**src/hw/gmsr_pkg.sv**
```systemverilog
/*
 * gmsr_pkg: register offsets, field positions, reset values and output
 * source codes of the output mux and status readback block.
 * assumes: the serial port core presents 6-bit register indexes and
 * 24-bit data words on the system clock.
 */
package gmsr_pkg;
	localparam int ADDR_W = 6;
	localparam int DATA_W = 24;
	localparam int SRC_W = 32;
	localparam int SEL_W = 5;
	localparam int BAND_W = 8;
	localparam int ERR_W = 20;
	localparam int STAT_W = 2;

	// register indexes
	localparam logic [ADDR_W-1:0] ADDR_OUT_MUX_CFG = 6'h0f;
	localparam logic [ADDR_W-1:0] ADDR_VCO_BAND = 6'h10;
	localparam logic [ADDR_W-1:0] ADDR_TUNE_ERR = 6'h11;
	localparam logic [ADDR_W-1:0] ADDR_LOCK_STAT = 6'h12;
	localparam logic [ADDR_W-1:0] ADDR_SELF_TEST = 6'h13;

	// output_mux_config field positions
	localparam int SEL_LSB = 0;
	localparam int STATIC_TEST_BIT = 5;
	localparam int FORCE_ONLY_BIT = 6;
	localparam int DRV_ALWAYS_BIT = 7;
	localparam int HIGH_DIS_BIT = 8;
	localparam int LOW_DIS_BIT = 9;

	// readback field positions
	localparam int BUSY_BIT = 8;
	localparam int GPO_STATE_BIT = 0;
	localparam int LOCK_BIT = 1;

	// reset values
	localparam logic [DATA_W-1:0] RST_OUT_MUX_CFG = 24'h000001;
	localparam logic [BAND_W-1:0] RST_VCO_BAND = 8'h20;
	localparam logic [ERR_W-1:0] RST_TUNE_ERR = 20'h7ffff;
	localparam logic [STAT_W-1:0] RST_LOCK_STAT = 2'h0;
	localparam logic [DATA_W-1:0] SELF_TEST_WORD = 24'h001259;

	// output source codes
	localparam logic [SEL_W-1:0] SEL_STATIC = 5'h00;
	localparam logic [SEL_W-1:0] SEL_RSVD = 5'h07;
	localparam logic [SEL_W-1:0] SEL_DNU_LO = 5'h1a;
	localparam logic [SEL_W-1:0] SEL_DNU_HI = 5'h1d;

	typedef enum logic [2:0] {
		GMSR_IDLE = 3'b001,
		GMSR_CAL = 3'b010,
		GMSR_CAPT = 3'b100
	} gmsr_cal_st_t;
endpackage

```
**src/hw/gmsr_src_if.sv**
```systemverilog
/*
 * gmsr_src_if: synchronised internal sources and status levels passed
 * from the synchroniser to the main block and the output mux.
 * assumes: one system clock.
 */
`timescale 1ns/1ns
interface gmsr_src_if;
	logic [gmsr_pkg::SRC_W-1:0] src;
	logic busy;
	logic lock;
	modport sync_side (output src, output busy, output lock);
	modport user_side (input src, input busy, input lock);
endinterface // gmsr_src_if

```
**src/hw/gmsr_mux.sv**
```systemverilog
/*
 * gmsr_mux: five-bit output source selector, registered.
 * assumes: sources arrive already synchronised through gmsr_src_if.
 */
`timescale 1ns/1ns
module gmsr_mux (
	input wire logic clk_sys,
	input wire logic srst,
	gmsr_src_if.user_side sif,
	input wire logic [gmsr_pkg::SEL_W-1:0] sel,
	input wire logic static_level,
	output logic general_output_state
);
	import gmsr_pkg::*;

	logic gpo_r, gpo_nxt;

	// one source per code; holes drive low so the pin is never undefined
	function automatic logic pick(input logic [SEL_W-1:0] code,
		input logic [SRC_W-1:0] src, input logic lvl);
		if (code == SEL_STATIC)
			return lvl;
		else if (code == SEL_RSVD)
			return 1'b0;
		else if (code >= SEL_DNU_LO && code <= SEL_DNU_HI)
			return 1'b0;
		else
			return src[code];
	endfunction

	always_comb begin
		gpo_nxt = pick(sel, sif.src, static_level);
	end

	always_ff @(posedge clk_sys) begin
		if (srst)
			gpo_r <= 1'b0;
		else
			gpo_r <= gpo_nxt;
	end

	assign general_output_state = gpo_r;
endmodule // gmsr_mux

```
**src/hw/gmsr_sync.sv**
```systemverilog
/*
 * gmsr_sync: two-stage synchronisers for every internal source that
 * comes from the reference, modulator or calibration domains.
 * assumes: sources are levels or slow enough to survive sampling.
 */
`timescale 1ns/1ns
module gmsr_sync (
	input wire logic clk_sys,
	input wire logic srst,
	input wire logic [gmsr_pkg::SRC_W-1:0] src_raw,
	input wire logic busy_raw,
	input wire logic lock_raw,
	gmsr_src_if.sync_side sif
);
	import gmsr_pkg::*;

	logic [SRC_W+1:0] meta_r, meta_nxt;
	logic [SRC_W+1:0] stab_r, stab_nxt;

	// first stage feeds only the second stage
	always_comb begin
		meta_nxt = {busy_raw, lock_raw, src_raw};
		stab_nxt = meta_r;
	end

	always_ff @(posedge clk_sys) begin
		if (srst) begin
			meta_r <= '0;
			stab_r <= '0;
		end else begin
			meta_r <= meta_nxt;
			stab_r <= stab_nxt;
		end
	end

	assign sif.src = stab_r[SRC_W-1:0];
	assign sif.lock = stab_r[SRC_W];
	assign sif.busy = stab_r[SRC_W+1];
endmodule // gmsr_sync

```
**src/hw/gmsr_top.sv**
```systemverilog
/*
 * gmsr_top: output mux configuration and status readback registers of
 * the synthesizer serial control port, plus the data-out pin control.
 * assumes: the serial port core gives one-cycle write and read strobes
 * with a register index, and tells when a serial read cycle is running;
 * the data-out enable bit lives in another register and arrives here.
 */
// What this block does
// - data-out pin carries the source picked by the 5-bit selector when enabled
// - code 0 drives the static test level bit 5
// - codes 1 to 3 give lock result, lock trigger, lock window
// - codes 8 to 11 give reference buffer, ref divider, VCO divider, modulator clock
// - codes 12 to 15 give auxiliary clock, serial clock, enable, data-out
// - codes 16 to 19 give detector down, up, modulator delay and core clocks
// - codes 20 to 23 give the three autostrobes and serial latch enable
// - codes 24, 25, 30, 31 give divider sync reset, seed load, buffer enable, reset
// - force-output-only 0 automuxes read data and source; 1 gives source only
// - driver-always-on 0 drives pin only in read cycles; 1 drives always
// - high-drive disable turns off the pull-high transistor
// - low-drive disable turns off the pull-low transistor
// - read-only 8-bit VCO band chosen by calibration, 0 highest frequency
// - band value is invalid while the busy flag at bit 8 is set
// - band readback follows calibration results only, never manual settings
// - busy flag reads 1 while calibration searches, else 0
// - tune error reads as 19-bit magnitude plus sign in bit 19
// - status register gives output state bit 0 and lock bit 1, resets zero
// - output configuration resets to 0x000001, lock result selected
`timescale 1ns/1ns
module gmsr_top (
	input wire logic clk_sys,
	input wire logic srst,
	// register access from the serial port core
	input wire logic reg_wr,
	input wire logic reg_rd,
	input wire logic [gmsr_pkg::ADDR_W-1:0] reg_addr,
	input wire logic [gmsr_pkg::DATA_W-1:0] reg_wdata,
	output logic [gmsr_pkg::DATA_W-1:0] reg_rdata,
	// serial port state
	input wire logic spi_read_active,
	input wire logic spi_read_bit,
	input wire logic sdo_enable,
	// internal sources and calibration results
	input wire logic [gmsr_pkg::SRC_W-1:0] src_raw,
	input wire logic cal_busy_raw,
	input wire logic lock_raw,
	input wire logic [gmsr_pkg::BAND_W-1:0] cal_band,
	input wire logic [gmsr_pkg::ERR_W-1:0] cal_error,
	// data-out pin
	output logic sdo_out,
	output logic sdo_oe_n,
	output logic sdo_high_en,
	output logic sdo_low_en
);
	import gmsr_pkg::*;

	gmsr_src_if sif ();

	logic general_output_state;
	logic [DATA_W-1:0] cfg_r, cfg_nxt;
	logic [BAND_W-1:0] band_r, band_nxt;
	logic [ERR_W-1:0] err_r, err_nxt;
	logic [DATA_W-1:0] rdata_r, rdata_nxt;
	gmsr_cal_st_t cal_st_r, cal_st_nxt;
	logic sdo_out_r, sdo_out_nxt;
	logic sdo_oe_n_r, sdo_oe_n_nxt;
	logic high_en_r, high_en_nxt;
	logic low_en_r, low_en_nxt;
	logic drive_on;

	////////////////////////////////////////////////////////////////////////
	// synchronisers and source mux

	// every outside source passes two flops before the mux reads it
	gmsr_sync u_sync (
		.clk_sys(clk_sys),
		.srst(srst),
		.src_raw(src_raw),
		.busy_raw(cal_busy_raw),
		.lock_raw(lock_raw),
		.sif(sif.sync_side)
	);

	gmsr_mux u_mux (
		.clk_sys(clk_sys),
		.srst(srst),
		.sif(sif.user_side),
		.sel(cfg_r[SEL_LSB +: SEL_W]),
		.static_level(cfg_r[STATIC_TEST_BIT]),
		.general_output_state(general_output_state)
	);

	////////////////////////////////////////////////////////////////////////
	// output configuration register

	// codes 7 and 26..29 are stored as written; the mux grounds them
	// rather than refusing the write, so readback matches what was sent
	always_comb begin
		cfg_nxt = cfg_r;
		if (reg_wr && reg_addr == ADDR_OUT_MUX_CFG)
			cfg_nxt = reg_wdata;
	end

	always_ff @(posedge clk_sys) begin
		if (srst)
			cfg_r <= RST_OUT_MUX_CFG;
		else
			cfg_r <= cfg_nxt;
	end

	////////////////////////////////////////////////////////////////////////
	// calibration result capture

	// results are taken only when the synchronised busy flag falls, so the
	// band and error words are stable when sampled; manual band writes
	// elsewhere never reach this register
	always_comb begin
		cal_st_nxt = cal_st_r;
		band_nxt = band_r;
		err_nxt = err_r;
		unique case (cal_st_r)
			GMSR_IDLE: begin
				if (sif.busy)
					cal_st_nxt = GMSR_CAL;
			end
			GMSR_CAL: begin
				if (!sif.busy)
					cal_st_nxt = GMSR_CAPT;
			end
			GMSR_CAPT: begin
				band_nxt = cal_band;
				err_nxt = cal_error;
				cal_st_nxt = sif.busy ? GMSR_CAL : GMSR_IDLE;
			end
		endcase
	end

	always_ff @(posedge clk_sys) begin
		if (srst) begin
			cal_st_r <= GMSR_IDLE;
			band_r <= RST_VCO_BAND;
			err_r <= RST_TUNE_ERR;
		end else begin
			cal_st_r <= cal_st_nxt;
			band_r <= band_nxt;
			err_r <= err_nxt;
		end
	end

	////////////////////////////////////////////////////////////////////////
	// register readback

	// unmapped indexes read zero; bits above each field read zero except in the config word, which reads back all 24 bits as written
	function automatic logic [DATA_W-1:0] read_word(
		input logic [ADDR_W-1:0] a);
		logic [DATA_W-1:0] w;
		w = '0;
		unique case (a)
			ADDR_OUT_MUX_CFG: w = cfg_r;
			ADDR_VCO_BAND: begin
				w[BAND_W-1:0] = band_r;
				w[BUSY_BIT] = sif.busy;
			end
			ADDR_TUNE_ERR: w[ERR_W-1:0] = err_r;
			ADDR_LOCK_STAT: begin
				w[GPO_STATE_BIT] = general_output_state;
				w[LOCK_BIT] = sif.lock;
			end
			ADDR_SELF_TEST: w = SELF_TEST_WORD;
			default: w = '0;
		endcase
		return w;
	endfunction

	always_comb begin
		rdata_nxt = rdata_r;
		if (reg_rd)
			rdata_nxt = read_word(reg_addr);
	end

	always_ff @(posedge clk_sys) begin
		if (srst)
			rdata_r <= '0;
		else
			rdata_r <= rdata_nxt;
	end

	////////////////////////////////////////////////////////////////////////
	// data-out pin

	// driver on only with the enable bit and either always-on or a read
	// cycle; without always-on a serial-mode host would see the pin float
	// between reads, hence software is expected to set it there
	assign drive_on = sdo_enable &&
		(cfg_r[DRV_ALWAYS_BIT] || spi_read_active);

	always_comb begin
		if (cfg_r[FORCE_ONLY_BIT] || !spi_read_active)
			sdo_out_nxt = general_output_state;
		else
			sdo_out_nxt = spi_read_bit;
		sdo_oe_n_nxt = !drive_on;
		high_en_nxt = drive_on && !cfg_r[HIGH_DIS_BIT];
		low_en_nxt = drive_on && !cfg_r[LOW_DIS_BIT];
	end

	always_ff @(posedge clk_sys) begin
		if (srst) begin
			sdo_out_r <= 1'b0;
			sdo_oe_n_r <= 1'b1;
			high_en_r <= 1'b0;
			low_en_r <= 1'b0;
		end else begin
			sdo_out_r <= sdo_out_nxt;
			sdo_oe_n_r <= sdo_oe_n_nxt;
			high_en_r <= high_en_nxt;
			low_en_r <= low_en_nxt;
		end
	end

	assign reg_rdata = rdata_r;
	assign sdo_out = sdo_out_r;
	assign sdo_oe_n = sdo_oe_n_r;
	assign sdo_high_en = high_en_r;
	assign sdo_low_en = low_en_r;
endmodule // gmsr_top

```
**config.mk**
```make
export PLATFORM = sky130hd
export DESIGN_NAME = gmsr_top
export DESIGN_NICKNAME = d
export VERILOG_FILES = /design/src/hw/gmsr_pkg.sv /design/src/hw/gmsr_src_if.sv /design/src/hw/gmsr_mux.sv /design/src/hw/gmsr_sync.sv /design/src/hw/gmsr_top.sv
export SDC_FILE = /design/constraint.sdc
export NUM_CORES = 1
export LEC_CHECK = 0
export BUFFER_PORTS_ARGS = -buffer_cell sky130_fd_sc_hd__clkbuf_2
export CORE_MARGIN = 2
export CORE_UTILIZATION = 35
export DETAILED_ROUTE_END_ITERATION = 7
export MAX_ROUTING_LAYER = met4
export PLACE_DENSITY = 0.57
export SETUP_SLACK_MARGIN = 0.3
export SLEW_MARGIN = 10
export SYNTH_ARGS = -nofsm -noshare
export SYNTH_HDL_FRONTEND = slang
export SYNTH_SLANG_ARGS = --single-unit
```
**constraint.sdc**
```tcl
create_clock -name clk_sys -period 2.8 [get_ports clk_sys]
set_clock_uncertainty 0.1 [all_clocks]
set_input_delay 0.56 -clock clk_sys [delete_from_list [all_inputs] [get_ports clk_sys]]
set_output_delay 0.56 -clock clk_sys [all_outputs]
set_load 0.01 [all_outputs]
```
# After elaboration in Yosys (flattened, before gate mapping)
# Index checks and enable logic that the tools add are counted.
[totals]
register_bits = 152
in_bits = 99
out_inout_bits = 28
word_cells = 53
[classes]
eq_ne = 11
reduce_logical = 13
mux = 14
magnitude_cmp = 3
[op_table]
columns = ["cell", "count"]
rows = [
  ["$pmux 11 s3", 1],
  ["$pmux 7 s4", 1],
  ["$eq 6x5->1 const B", 4],
  ["$pmux 2 s5", 1],
  ["$pmux 3 s3", 1],
  ["$eq 6x4->1 const B", 1],
  ["$lt 5x6->1 const B", 1],
  ["$mux 3", 2],
  ["$bmux 1 s5", 1],
  ["$eq 5x3->1 const B", 1],
  ["$ge 5x5->1 const B", 1],
  ["$le 5x5->1 const B", 1],
  ["$logic_and 1x1->1", 5],
  ["$logic_not 5->1", 1],
  ["$mux 1", 5],
  ["$logic_not 1->1", 4],
  ["$mux 4", 1],
  ["$eq 3x1->1 const B", 1],
  ["$eq 3x2->1 const B", 1],
  ["$eq 3x3->1 const B", 1],
  ["$logic_or 1x1->1", 2],
  ["$mux 2", 1],
  ["$ne 2x1->1 const B", 1],
  ["$ne 2x2->1 const B", 1],
  ["$reduce_and 2->1", 1],
]

# Logic depth before layout (Yosys ltp)
# Gate-level depths: netlist of the first run.
[logic_depth]
word_depth = 5
mapped_depth = 7
mapped_depth_nobuf = 5

# Hierarchy
# From an unflattened synthesis of the first run, not the netlist that was laid out.
[hier_totals]
hier_cells = 587
area_unflattened_um2 = 5420.2
[by_module_without_submodules]
columns = ["mod", "cells_each", "area_each_um2", "instances", "seq_area_each_um2"]
rows = [
  ["gmsr_top", 400, 3213.1, 1, 1661.6],
  ["gmsr_sync", 143, 1836.8, 1, 1361.3],
  ["gmsr_mux", 44, 370.4, 1, 20.0],
]

# Least setup slack after synthesis of the first run
# Ideal clock, no wire load.
[synth_timing]
path_kind = "input to register"
from = "input port reg_addr[0] (netlist name)"
to = "register rdata_r[6], in the netlist reg_rdata[6]"
stages = 7
path_buffers = 2
slack_ns = 1.026
required_ns = 2.572
arrival_time_ns = 1.547
setup_ns = 0.128
path_cell_list = "inv_2 nor3_2 buf_4 buf_4 a222oi_1 a2bb2oi_1 nor2_1"
[synth_between]
elab_chain_len = 2
elab_cells_between_ends = 5
cone_classes = "eq/ne: 4; mux: 1"
[synth_rtl]
columns = ["element", "line_no", "rtl"]
rows = [
  ["start: declaration", "gmsr_top.sv:35", "input wire logic [gmsr_pkg::ADDR_W-1:0] reg_addr,"],
  ["$eq 6x5->1 / $eq 6x4->1 (equally long branches)", "gmsr_top.sv:157", "unique case (a)"],
  ["$pmux 7 s4 (*)", "gmsr_top.sv:157", ""],
  ["end signal: assignment", "gmsr_top.sv:184", "rdata_r <= rdata_nxt;"],
  ["end: declaration", "gmsr_top.sv:62", "logic [DATA_W-1:0] rdata_r, rdata_nxt;"],
]
# Mark *: on every way between the ends. The rest lies on a longest branch, timed or not.
# A chain may end at the register's enable or synchronous reset.

# Worst setup path after layout of the first run
[layout_timing]
from = "input port reg_addr[1] (netlist name)"
to = "register rdata_r[19], in the netlist reg_rdata[19]"
[layout_between]
elab_chain_len = 2
elab_cells_between_ends = 4
cone_classes = "eq/ne: 3; mux: 1"
[layout_rtl]
columns = ["element", "line_no"]
rows = [
  ["$eq 6x5->1 / $eq 6x4->1 (equally long branches)", "gmsr_top.sv:157"],
  ["$pmux 11 s3 (*)", "gmsr_top.sv:157"],
]
# Marked as above.

==> summary.md, run 1 <==
| Metric | Value |
|---|---|
| Initial antenna violation count | `0` |
| Vias per std cell | `4.87` |
| WHS Endpoint | `u_sync.meta_r[16]$_SDFF_PP0_` |
| Hold_buf cts | `0` |
| Top-count cell post-synth | `dfxtp_1` |
| Final HPWL DP | `8810 um` |
| Top post-synthesis cells by area | `dfxtp_1, nand2_1, nor2b_1` |
| P_sw | `0.964 mW` |
| Layout area overhead | `26.4%` |
| Die span in x | `126 um` |
| Max frequency | `498 MHz` |
| Detail Route Antenna Nets | `0` |
| Initial Util | `35.7%` |
| Total number of vias | `4241` |
| Clock power share | `48.6%` |
| Register Area | `0.00288 mm^2` |
| IO Pins | `127` |
| Worst setup EP type | `register` |
| Sequential power share | `46.3%` |
| VDD IR max | `0.425 mV` |
| Worst-margin pin slew | `0.718 ns` |
| Pwr Density | `703 mW/mm^2` |
| Clk Latency, worst-skew pair | `0.41 ns` |
| Synth async-reset ratio | `0%` |
| First-pass detailed-route iteration total | `4` |
| # fillers | `1446` |
| Worst EP required | `3.04 ns` |
| Max-slew violations | `0` |
| DR iter-0 viols | `258` |
| Post-synth top area share | `55.5%` |
| Cell Int Power | `3.65 mW` |
| Crit path DAT | `2.25 ns` |
| Layout cells sized above 1 | `26.1%` |
| Tmin final | `2.01 ns` |
| Comb power frac | `5.0%` |
| Wire per inst | `14.6 um` |
| Status | `finished clean` |
| CP max stage cell | `buf_4` |
| Post_cts resized | `0` |
| Hold Startpoint | `src_raw[16]` |
| Type of the worst setup path | `primary input to register` |
| Mapped cell area | `0.00519 mm^2` |
| CTS buffer count | `17` |
| Remaining DRCs | `0` |
| Post-synth EDFFs | `0` |
| Sinks on Clock Net | `144` |
| Core box area | `0.0145 mm^2` |
| Max_slew headroom | `52.1%` |
| Clock slew at reported path FFs | `0.06 ns` |
| Die Ht | `126 um` |
| First-pass GRT wire length | `20300 um` |
| Setup_tns | `0 ns` |
| Diode count | `0` |
| CP max FO | `22` |
| # setup viols final | `0` |
| Total Nets Final | `774` |
| Worst Hold Class | `primary input to register` |
| GRT Total Usage | `16.8%` |
| H-tree depth | `4` |
| Cells after Synth | `562` |
| Ys Warns | `0` |
| CP max stage delay | `0.36 ns` |
| Hold Vio Cnt, Final | `0` |
| R2R cell count | `5` |
| Synth Net Count | `661` |
| Yosys reg bits | `144` |
| Most frequent cells after synthesis | `dfxtp_1, nand2_1, nor2b_1` |
| Leak Pwr | `2.69 nW` |
| Mean post-synth cell area | `9.24 um^2` |
| CP Cell Sequence | `clkbuf_2 > nand4b_1 > nor3_4 > buf_4 > o21ai_2 > a2bb2oi_1 > nor2_1` |
| GRT overflow | `0` |
| Port-buffer cells | `122` |
| Post-synth top flop | `dfxtp_1` |
| R2r setup slk | `0.95 ns` |
| Die ar. | `0.0158 mm^2` |
| Post-CTS Setup Repair Bufs | `0` |
| Area occupied by multi-input gates | `0.00212 mm^2` |
| RSZ-0062 raised after global routing | `false` |
| Routed WL | `12700 um` |
| Largest net degree at the start of global routing | `68` |
| Max clock buf depth | `2` |
| Reg2reg end | `u_mux.general_output_state$_SDFF_PP0_` |
| Netlist cell types | `46` |
| Clock Tree Root | `clkbuf_16` |
| Row count | `44` |
| Sw Ratio | `20.9%` |
| Hold path depth | `2` |
| Worst flop-to-flop path startpoint | `cfg_r[1]$_SDFFE_PP0P_` |
| GPL Wtd Cong | `0.784` |
| Period utilisation layout | `71.8%` |
| Post-route cell area | `0.00656 mm^2` |
| Largest area contributor in the netlist | `dfxtp_1` |
| Placed inst area | `0.00596 mm^2` |
| Nature of the critical path startpoint | `primary input` |
| Seq/Total Area, Yosys | `55.5%` |
| Max Cap Viol | `0` |
| Vias in the first global route | `4074` |
| CTS tree | `done` |
## final cells by class
cell class              instances  area share (%)
clock buffers                  23            7.59
multi-input cells             372            32.3
inverters                       6           0.343
repair buffers                134            10.7
flip-flops and latches        144            43.9
well taps                     184            3.51
clock inverters                 8            1.58
## critical path, delay by kind of cell
kind,cells,cell delay [ns]
compound gates,2,0.40
buf+inv,2,0.67
simple gates,3,0.60
## placed cells by master (no fill, tap or decap), types with 13 or more instances in the layout
| cell type | count |
|---|---|
| nor2b_1 | 66 |
| mux2i_1 | 14 |
| nand2_1 | 117 |
| clkbuf_16 | 17 |
| buf_4 | 13 |
| nor2_1 | 25 |
| dfxtp_1 | 144 |
| nand3_1 | 27 |
| a21oi_1 | 43 |
| clkbuf_2 | 121 |
## worst max path at each step
| stage | start | end | slack (ns) | cells after the start |
|---|---|---|---|---|
| after floorplan | reg_addr[0] | reg_rdata[6]$_SDFFE_PP0P_ | 1.03 | 7 |
| after global placement | reg_addr[1] | cfg_r[0]$_SDFFE_PP1P_ | 0.42 | 7 |
| after detailed placement | reg_addr[1] | reg_rdata[19]$_SDFFE_PP0P_ | 0.39 | 7 |
| after CTS | reg_addr[1] | reg_rdata[19]$_SDFFE_PP0P_ | 0.83 | 7 |
| after global routing | reg_addr[1] | reg_rdata[11]$_SDFFE_PP0P_ | 0.68 | 7 |
| final | reg_addr[1] | reg_rdata[19]$_SDFFE_PP0P_ | 0.79 | 7 |
## power by group through the flow
stage                     Sequential, mW  Combinational (mW)  Clock (mW)
after floorplan                     2.17               0.125           0
after global placement              2.18               0.230           0
after detailed placement            2.18               0.235           0
after CTS                           2.14               0.236        2.31
after global routing                2.14               0.259        2.39
final                               2.13               0.233        2.24
## state kept, by name, summed over array words and instances (netlist names)
name and count:
band_r 8, reg_rdata 24, sdo_oe_n 1, cal_st_r 3, sdo_low_en 1, u_sync.stab_r 30, u_mux.general_output_state 1, cfg_r 24
u_sync.meta_r 30, sdo_out 1, sdo_high_en 1, err_r 20
## per-stage QoR
| stage | total power, mW | hold slack (ns) | std cells | setup slack [ns] | util (%) |
|---|---|---|---|---|---|
| 2_1_floorplan | 2.30 | 0.314 | 562 | 1.03 | - |
| 3_3_place_gp | 2.41 | 0.330 | 840 | 0.420 | 41.0 |
| 3_5_place_dp | 2.41 | 0.322 | 840 | 0.389 | 41.0 |
| 4_1_cts | 4.68 | 0.228 | 871 | 0.826 | 45.2 |
| 5_1_grt | 4.79 | 0.240 | 871 | 0.676 | 45.2 |
| 6_report | 4.61 | 0.255 | 871 | 0.791 | 45.2 |
## kinds of logic (layout without fill, tap and decap cells)
family                    after synthesis  count (layout)  share of synthesized area, %
DFF                                   144             144                          55.5
and+or+nand+nor                       262             262                          25.4
xor gates and xnor gates                2               2                         0.337
buffers and inverters                  46             171                          3.71
AOI/OAI and AO/OA                      93              93                          11.9
muxes                                  15              15                          3.13
## metal layers
| layer | GRT usage, % | share of wire (%) | vias to the layer above |
|---|---|---|---|
| li1 | - | - | 2120 |
| met1 | 21.0 | 45 | 1958 |
| met2 | 25.8 | 46 | 147 |
| met3 | 4.59 | 7.1 | 16 |
| met4 | 6.59 | 1.5 | 0 |
| met5 | - | 0 | - |
Note: power is estimated with default switching activity, not from simulation.
==> inputs of run 2 (changes only) <==
--- a/config.mk
+++ b/config.mk
@@ -5,12 +5,13 @@
 export SDC_FILE = /design/constraint.sdc
 export NUM_CORES = 1
 export LEC_CHECK = 0
+export ABC_AREA = 1
 export BUFFER_PORTS_ARGS = -buffer_cell sky130_fd_sc_hd__clkbuf_2
 export CORE_MARGIN = 2
 export CORE_UTILIZATION = 35
 export DETAILED_ROUTE_END_ITERATION = 7
 export MAX_ROUTING_LAYER = met4
-export PLACE_DENSITY = 0.57
+export PLACE_DENSITY = 0.59
 export SETUP_SLACK_MARGIN = 0.3
 export SLEW_MARGIN = 10
 export SYNTH_ARGS = -nofsm -noshare
==> constraint.sdc (replaced) <==
create_clock -name clk_sys -period 1.72 [get_ports clk_sys]
set_clock_uncertainty 0.1 [all_clocks]
set_input_delay 0.344 -clock clk_sys [delete_from_list [all_inputs] [get_ports clk_sys]]
set_output_delay 0.344 -clock clk_sys [all_outputs]
set_load 0.01 [all_outputs]
==> run 2 against run 1 <==
Against the previous run: clock power increased by 64%; global-route usage increased by 0.12 points; first-iteration DRC count decreased by 31%; sequential power increased by 72%; via count increased by 11%; combinational power increased by 91%; synthesized cell count increased by 31%; utilization increased by 1.0 points; die area increased by 7.0%; sequential cell count increased by 8; critical path depth decreased by 6; critical path type is now register to output port; largest cell class unchanged; highest routed layer unchanged.
==> summary.md, run 2 <==
| Metric | Value |
|---|---|
| Hold Vio Cnt, Final | `0 (unchanged)` |
| Cells after Synth | `737 (was 562)` |
| First-pass detailed-route iteration total | `4 (unchanged)` |
| GPL Wtd Cong | `0.812 (was 0.784)` |
| Crit path DAT | `0.94 ns (was 2.25 ns)` |
| Largest area contributor in the netlist | `dfxtp_1 (unchanged)` |
| Clock slew at reported path FFs | `0.06 ns (about the same)` |
| Synth Area in Adders | `0% (unchanged)` |
| Wire per inst | `12.1 um (was 14.6 um)` |
| Tmin final | `1.38 ns` |
| Setup_tns | `0 ns (unchanged)` |
| Leak Pwr | `3.42 nW (was 2.69 nW)` |
| Ys Warns | `0 (unchanged)` |
| Max-slew violations | `0 (unchanged)` |
| Worst EP required | `1.28 ns (was 3.04 ns)` |
| Detail Route Antenna Nets | `0 (unchanged)` |
| Sinks on Clock Net | `152 (was 144)` |
| Main combinational cell family by area after synthesis | `simple AND/OR/NAND/NOR gates (unchanged)` |
| Worst-margin pin slew | `0.360 ns (was 0.718 ns)` |
| Worst Hold Class | `primary input to register (unchanged)` |
| Mean post-synth cell area | `7.55 um^2 (was 9.24 um^2)` |
| Row count | `46 (was 44)` |
| # fillers | `1592 (was 1446)` |
| Core box area | `0.0157 mm^2 (was 0.0145 mm^2)` |
| VDD IR max | `0.723 mV (was 0.425 mV)` |
| CP Cell Sequence | `clkbuf_2 (was clkbuf_2 > nand4b_1 > nor3_4 > buf_4 > o21ai_2 > a2bb2oi_1 > nor2_1)` |
| Type of the worst setup path | `register to output port (was primary input to register)` |
| CP delay by family, top | `flip-flops (was buffers and inverters)` |
| Synth Net Count | `836 (was 661)` |
| Worst setup EP type | `output port (was register)` |
| Final HPWL DP | `9120 um (was 8810 um)` |
| WHS Endpoint | `u_sync.meta_r[18]$_SDFF_PP0_ (was u_sync.meta_r[16]$_SDFF_PP0_)` |
| # setup viols final | `0 (unchanged)` |
| Post-synth top flop | `dfxtp_1 (unchanged)` |
| Status | `finished clean (unchanged)` |
| Buf+Inv Stages, Crit Path | `1 (was 2)` |
| Synth async-reset ratio | `0% (unchanged)` |
| R2R cell count | `11 (was 5)` |
| Largest net degree at the start of global routing | `77 (was 68)` |
| Top-count cell post-synth | `nand2_1 (was dfxtp_1)` |
| Die Ht | `130 um (was 126 um)` |
| Post-route cell area | `0.00725 mm^2 (was 0.00656 mm^2)` |
| Biggest regs | `u_sync.meta_r: 34 flops, u_sync.stab_r: 34 flops (was u_sync.meta_r: 30 flops, u_sync.stab_r: 30 flops)` |
| Max Cap Viol | `0 (unchanged)` |
| Hold Startpoint | `src_raw[18] (was src_raw[16])` |
| CP max stage cell | `dfxtp_1 (was buf_4)` |
| Die ar. | `0.0169 mm^2 (was 0.0158 mm^2)` |
| Diode count | `0 (unchanged)` |
| Pwr Density | `1070 mW/mm^2 (was 703 mW/mm^2)` |
| Post-synth top area share | `54.7% (was 55.5%)` |
| Die span in x | `130 um (was 126 um)` |
| Most frequent cells in the layout | `nand2_1, dfxtp_1, clkbuf_2 (was dfxtp_1, clkbuf_2, nand2_1)` |
| CTS buffer count | `17 (unchanged)` |
| Post-Synth XOR/XNOR Area | `0% (was 0.337%)` |
| Layout area overhead | `30.4% (was 26.4%)` |
| Vias per std cell | `4.25 (was 4.87)` |
| Nature of the critical path startpoint | `register (was primary input)` |
| GRT overflow | `0 (unchanged)` |
| Max frequency | `723 MHz` |
| Mapped cell area | `0.00557 mm^2 (was 0.00519 mm^2)` |
| Placed inst area | `0.00649 mm^2 (was 0.00596 mm^2)` |
| Worst flop-to-flop path startpoint | `cfg_r[0]$_SDFFE_PP1P_ (was cfg_r[1]$_SDFFE_PP0P_)` |
| Initial antenna violation count | `0 (unchanged)` |
| CP max FO | `2 (was 22)` |
| Most frequent cells after synthesis | `nand2_1, dfxtp_1, inv_1 (was dfxtp_1, nand2_1, nor2b_1)` |
| R2r setup slk | `0.34 ns (was 0.95 ns)` |
| Hold path depth | `3 (was 2)` |
| Remaining DRCs | `0 (unchanged)` |
| Total number of vias | `4703 (was 4241)` |
| CTS tree | `done (unchanged)` |
| Reg2reg end | `u_mux.general_output_state$_SDFF_PP0_ (unchanged)` |
| CP max stage delay | `0.37 ns (was 0.36 ns)` |
| Synthesized-area fraction occupied by ao, oa, aoi and oai cells | `11.4% (was 11.9%)` |
| Yosys reg bits | `152 (was 144)` |
| Period utilisation layout | `80.4%` |
| H-tree depth | `4 (unchanged)` |
| Total Nets Final | `976 (was 774)` |
| Seq/Total Area, Yosys | `54.7% (was 55.5%)` |
| Hold slack | `0.00687 ns (was 0.255 ns)` |
| Netlist cell types | `27 (was 46)` |
| Max clock buf depth | `2 (unchanged)` |
| Initial Util | `35.4% (was 35.7%)` |
| Routed WL | `13400 um (was 12700 um)` |
| Post-synth EDFFs | `0 (unchanged)` |
| First-pass GRT wire length | `21100 um (was 20300 um)` |
| Top post-synthesis cells by area | `dfxtp_1, nand2_1, inv_1 (was dfxtp_1, nand2_1, nor2b_1)` |
| Mux share of post-synthesis cell area | `0% (was 3.13%)` |
| Layout cells sized above 1 | `21.7% (was 26.1%)` |
| IO Pins | `127 (unchanged)` |
| RSZ-0062 raised after global routing | `true (was false)` |
| Port-buffer cells | `126 (was 122)` |
| Clock Tree Root | `clkbuf_16 (unchanged)` |
| Clk Latency, worst-skew pair | `0.42 ns (was 0.41 ns)` |
| DR iter-0 viols | `178 (was 258)` |
| Post-Synth Simple-Gate Area | `23.0% (was 25.4%)` |
| Max_slew headroom | `75.9% (was 52.1%)` |
| Vias in the first global route | `4333 (was 4074)` |
| GRT Total Usage | `16.9% (was 16.8%)` |
| Commonest non-fill, non-tap cell in the layout | `nand2_1 (was dfxtp_1)` |
==> run 2: final cells by class <==
class / instances / area [um^2] / area share (%)
Multi-Input combinational cell: 438 / 1930 / 26.6
Tap cell: 216 / 270 / 3.73
Clock buffer: 19 / 443 / 6.11
Sequential cell: 152 / 3050 / 42.0
Timing Repair Buffer: 159 / 988 / 13.6
Clock inverter: 13 / 146 / 2.02
Inverter: 109 / 427 / 5.88
==> run 2: per-layer routing <==
metal  part of all wire, %  vias to the layer above  global-route usage (%)
met4                  0.96                        0                    6.07
li1                      -                     2546                       -
met2                    47                      117                    27.0
met5                     0                        -                       -
met3                   5.5                       10                    3.90
met1                    47                     2030                    20.9
==> run 2: worst max-delay path by stage <==
stage                                   start                                     to  depth (start not counted)
global route            cfg_r[0]$_SDFFE_PP1P_  u_mux.general_output_state$_SDFF_PP0_                         11
global placement                  reg_addr[0]                  cfg_r[6]$_SDFFE_PP0P_                          9
detailed placement                reg_addr[0]                  cfg_r[3]$_SDFFE_PP0P_                          9
finish              reg_rdata[8]$_SDFFE_PP0P_                           reg_rdata[8]                          1
CTS                 reg_rdata[2]$_SDFFE_PP0P_                           reg_rdata[2]                          1
floorplan                         reg_addr[1]                 cfg_r[14]$_SDFFE_PP0P_                         10
==> run 2: power breakdown <==
| group | switching [mW] | internal, mW | total (mW) |
|---|---|---|---|
| Clock | 1.49 | 2.19 | 3.67 |
| Combinational | 0.239 | 0.204 | 0.444 |
| Sequential | 0.0407 | 3.63 | 3.67 |
| Total | 1.77 | 6.02 | 7.78 |
==> run 2: logic make-up after synthesis <==
logic type	count (synthesis)
compound gates	117
buf+inv	147
flops	152
simple gates	321
==> run 2: stage by stage <==
| stage | total power [mW] | utilization (%) | cells | setup WS [ns] |
|---|---|---|---|---|
| final | 7.78 | 46.2 | 1106 | 0.336 |
| after global routing | 8.07 | 46.2 | 1106 | 0.233 |
| after CTS | 7.85 | 46.1 | 1106 | 0.321 |
| after detailed placement | 4.17 | 41.3 | 1059 | -0.00210 |
| after global placement | 4.17 | 41.3 | 1059 | 0.0322 |
| after floorplan | 3.95 | - | 737 | 0.315 |
==> run 2: repair_timing <==
item	in CTS	in global routing
pin swaps	0	0
hold buffers	15	0
cloned	0	0
buffers inserted	0	0
endpoints found under the setup margin	1	3
resized for setup	7	5
endpoints found under the hold margin	15	0
==> inputs of run 3 (changes only) <==
--- a/config.mk
+++ b/config.mk
@@ -5,7 +5,7 @@
 export SDC_FILE = /design/constraint.sdc
 export NUM_CORES = 1
 export LEC_CHECK = 0
-export ABC_AREA = 1
+export ABC_AREA = 0
 export BUFFER_PORTS_ARGS = -buffer_cell sky130_fd_sc_hd__clkbuf_2
 export CORE_MARGIN = 2
 export CORE_UTILIZATION = 35
==> constraint.sdc (replaced) <==
create_clock -name clk_sys -period 1.1 [get_ports clk_sys]
set_clock_uncertainty 0.1 [all_clocks]
set_input_delay 0.22 -clock clk_sys [delete_from_list [all_inputs] [get_ports clk_sys]]
set_output_delay 0.22 -clock clk_sys [all_outputs]
set_load 0.01 [all_outputs]
==> run 3 against run 2 <==
Against the previous run: the run now ends with setup timing left; register-to-register slack got worse by 0.65 ns; final cell count fell by 6.1%; clock power rose by 59%; utilization increased by 21 points; first-iteration DRC count up 67%; power rose by 61%; routed wire length increased by 36%; die area decreased by 6.5%; global-route usage up 4.6 points; highest routed layer unchanged.
==> summary.md, run 3 (same netlist as run 1, synthesis figures left out) <==
| Metric | Value |
|---|---|
| Status | `finished, violations left (was finished clean)` |
| Violated checks | `setup timing` |
| Buf+Inv Stages, Crit Path | `1 (unchanged)` |
| Worst setup EP type | `register (was output port)` |
| Max Cap Viol | `0 (unchanged)` |
| Port-buffer cells | `122 (was 126)` |
| Worst EP required | `1.29 ns (was 1.28 ns)` |
| Total Nets Final | `941 (was 976)` |
| Power consumption | `12.5 mW (was 7.78 mW)` |
| Max clock buf depth | `2 (unchanged)` |
| H-tree depth | `4 (unchanged)` |
| Tmin final | `1.41 ns` |
| Layout area overhead | `88.1% (was 30.4%)` |
| Initial Util | `35.7% (was 35.4%)` |
| RSZ-0062 raised after global routing | `true (unchanged)` |
| Crit path DAT | `1.60 ns (was 0.94 ns)` |
| # fillers | `1027 (was 1592)` |
| Max_slew headroom | `70.8% (was 75.9%)` |
| First-pass detailed-route iteration total | `5 (was 4)` |
| Largest net degree at the start of global routing | `57 (was 77)` |
| Met1 usage | `24.5% (was 20.9%)` |
| # setup viols final | `106 (was 0)` |
| Final worst slack | `-0.310 ns (was 0.336 ns)` |
| CP delay by family, top | `multiplexers (was flip-flops)` |
| Biggest regs | `u_sync.meta_r: 30 flops, u_sync.stab_r: 30 flops (was u_sync.meta_r: 34 flops, u_sync.stab_r: 34 flops)` |
| GRT Total Usage | `21.5% (was 16.9%)` |
| CP max stage cell | `mux4_2 (was dfxtp_1)` |
| P_sw | `3.05 mW (was 1.77 mW)` |
| Pwr Density | `1280 mW/mm^2 (was 1070 mW/mm^2)` |
| Clock Tree Root | `clkbuf_16 (unchanged)` |
| GRT overflow | `0 (unchanged)` |
| Type of the worst setup path | `register to register (was register to output port)` |
| Total number of vias | `5260 (was 4703)` |
| Cell Int Power | `9.48 mW (was 6.02 mW)` |
| Layout cells sized above 1 | `56.4% (was 21.7%)` |
| DR iter-0 viols | `297 (was 178)` |
| Remaining DRCs | `0 (unchanged)` |
| Wire per inst | `17.5 um (was 12.1 um)` |
| Sinks on Clock Net | `144 (was 152)` |
| CP max FO | `5 (was 2)` |
| GPL Wtd Cong | `0.842 (was 0.812)` |
| Clock power share | `46.5% (was 47.2%)` |
| M3 GR Usage | `4.84% (was 3.90%)` |
| Clock slew at reported path FFs | `0.06 ns (about the same)` |
| Diode count | `0 (unchanged)` |
| Routing usage on met2 | `37.0% (was 27.0%)` |
| CP Cell Sequence | `mux4_2 > inv_2 > o22ai_1 > nand2_1 > a32oi_1 (was clkbuf_2)` |
| Max-slew violations | `0 (unchanged)` |
| Initial antenna violation count | `0 (unchanged)` |
| Vias per std cell | `5.06 (was 4.25)` |
| Setup_tns | `-11.02 ns (was 0 ns)` |
| Detail Route Antenna Nets | `0 (unchanged)` |
| Final HPWL DP | `9560 um (was 9120 um)` |
| Core box area | `0.0145 mm^2 (was 0.0157 mm^2)` |
| GR peak layer | `met2 (unchanged)` |
| Worst slack, placed | `-0.545 ns (was -0.00210 ns)` |
| CTS tree | `done (unchanged)` |
| Worst-margin pin slew | `0.433 ns (was 0.360 ns)` |
| Leak Pwr | `4.13 nW (was 3.42 nW)` |
| Most frequent cells in the layout | `dfxtp_1, clkbuf_2, dlygate4sd3_1 (was nand2_1, dfxtp_1, clkbuf_2)` |
| Hold Vio Cnt, Final | `0 (unchanged)` |
| CTS buffer count | `17 (unchanged)` |
| Clk Latency, worst-skew pair | `0.43 ns (was 0.42 ns)` |
| Die Ht | `126 um (was 130 um)` |
| Period utilisation layout | `128%` |
| Routed WL | `18200 um (was 13400 um)` |
| Worst Hold Class | `primary input to register (unchanged)` |
| Sequential power share | `43.4% (was 47.1%)` |
| Comb power frac | `10.1% (was 5.7%)` |
| Row count | `44 (was 46)` |
| Die span in x | `126 um (was 130 um)` |
| Sw Ratio | `24.3% (was 22.7%)` |
| CP max stage delay | `0.51 ns (was 0.37 ns)` |
| Die ar. | `0.0158 mm^2 (was 0.0169 mm^2)` |
| VDD IR max | `1.09 mV (was 0.723 mV)` |
| First-pass GRT wire length | `25800 um (was 21100 um)` |
| Commonest non-fill, non-tap cell in the layout | `dfxtp_1 (was nand2_1)` |
| Max frequency | `709 MHz` |
| Nature of the critical path startpoint | `register (unchanged)` |
| Vias in the first global route | `5163 (was 4333)` |
| IO Pins | `127 (unchanged)` |
## run 3: changes by cell type in the layout (fill, tap and decap cells not counted), sizes merged, moves of 14 or more
cell         previous run  this run
o21ai                  52         7
nand2                 182       117
inv                   108        12
nor2                  102        25
nor2b                   1        66
dlygate4sd3            15        81
mux2i                   0        14
buf                    19       129
clkbuf                144       107
## run 3: routing by layer
layer | vias to the layer above | routed length (um)
li1 | 2466 | -
met1 | 2518 | 7080
met2 | 237 | 9570
met3 | 39 | 1100
met4 | 0 | 475
met5 | - | 0
## run 3: area by class of cell
cell class              instances  area, um^2  share of cell area (%)
well taps                     184         230                    2.36
flip-flops and latches        144        2940                    30.1
clock buffers                  17         425                    4.36
repair buffers                301        2860                    29.3
clock inverters                15         174                    1.78
multi-input cells             372        3110                    31.9
inverters                       6        26.3                   0.269
## run 3: worst reg2reg max path, cell delays in order, from the launching register on
cell	delay, ns
dfxtp_4	0.39
mux4_2	0.51
inv_2	0.07
o22ai_1	0.07
nand2_1	0.07
a32oi_1	0.09
## run 3: final timing paths
path | from | endpoint | slack (ns) | cells past startpoint
max reg2reg | cfg_r[0]$_SDFFE_PP1P_ | u_mux.general_output_state$_SDFF_PP0_ | -0.31 | 5
min reg2reg | u_sync.meta_r[33]$_SDFF_PP0_ | u_sync.stab_r[33]$_SDFF_PP0_ | 0.34 | 1
min | sdo_enable | sdo_oe_n$_SDFF_PP1_ | 0.004 | 2
max | cfg_r[0]$_SDFFE_PP1P_ | u_mux.general_output_state$_SDFF_PP0_ | -0.31 | 5
## run 3: per-stage QoR
| step | instances | util (%) | cell area (um^2) | hold WS, ns |
|---|---|---|---|---|
| 6_report | 1039 | 67.2 | 9760 | 0.00404 |
| 5_1_grt | 1039 | 67.2 | 9760 | -0.00672 |
| 4_1_cts | 1023 | 62.4 | 9070 | -0.0634 |
| 3_5_place_dp | 884 | 44.2 | 6430 | 0.324 |
| 3_3_place_gp | 884 | 44.2 | 6430 | 0.323 |
| 2_1_floorplan | 562 | - | 5330 | 0.244 |
## run 3: repair_timing
action,in CTS,in global routing
pin swaps,103,64
gates cloned,10,1
setup endpoints to repair,112,113
hold endpoints to repair,84,2
resized for setup,247,152
hold buffers,81,1
buffers inserted,16,14
## run 3: power by group through the flow
stage | registers [mW] | logic (mW) | clock network [mW]
4_1_cts | 5.43 | 1.14 | 5.87
2_1_floorplan | 5.54 | 0.344 | 0
6_report | 5.44 | 1.26 | 5.83
3_3_place_gp | 5.53 | 0.715 | 0
5_1_grt | 5.45 | 1.34 | 6.12
3_5_place_dp | 5.54 | 0.735 | 0
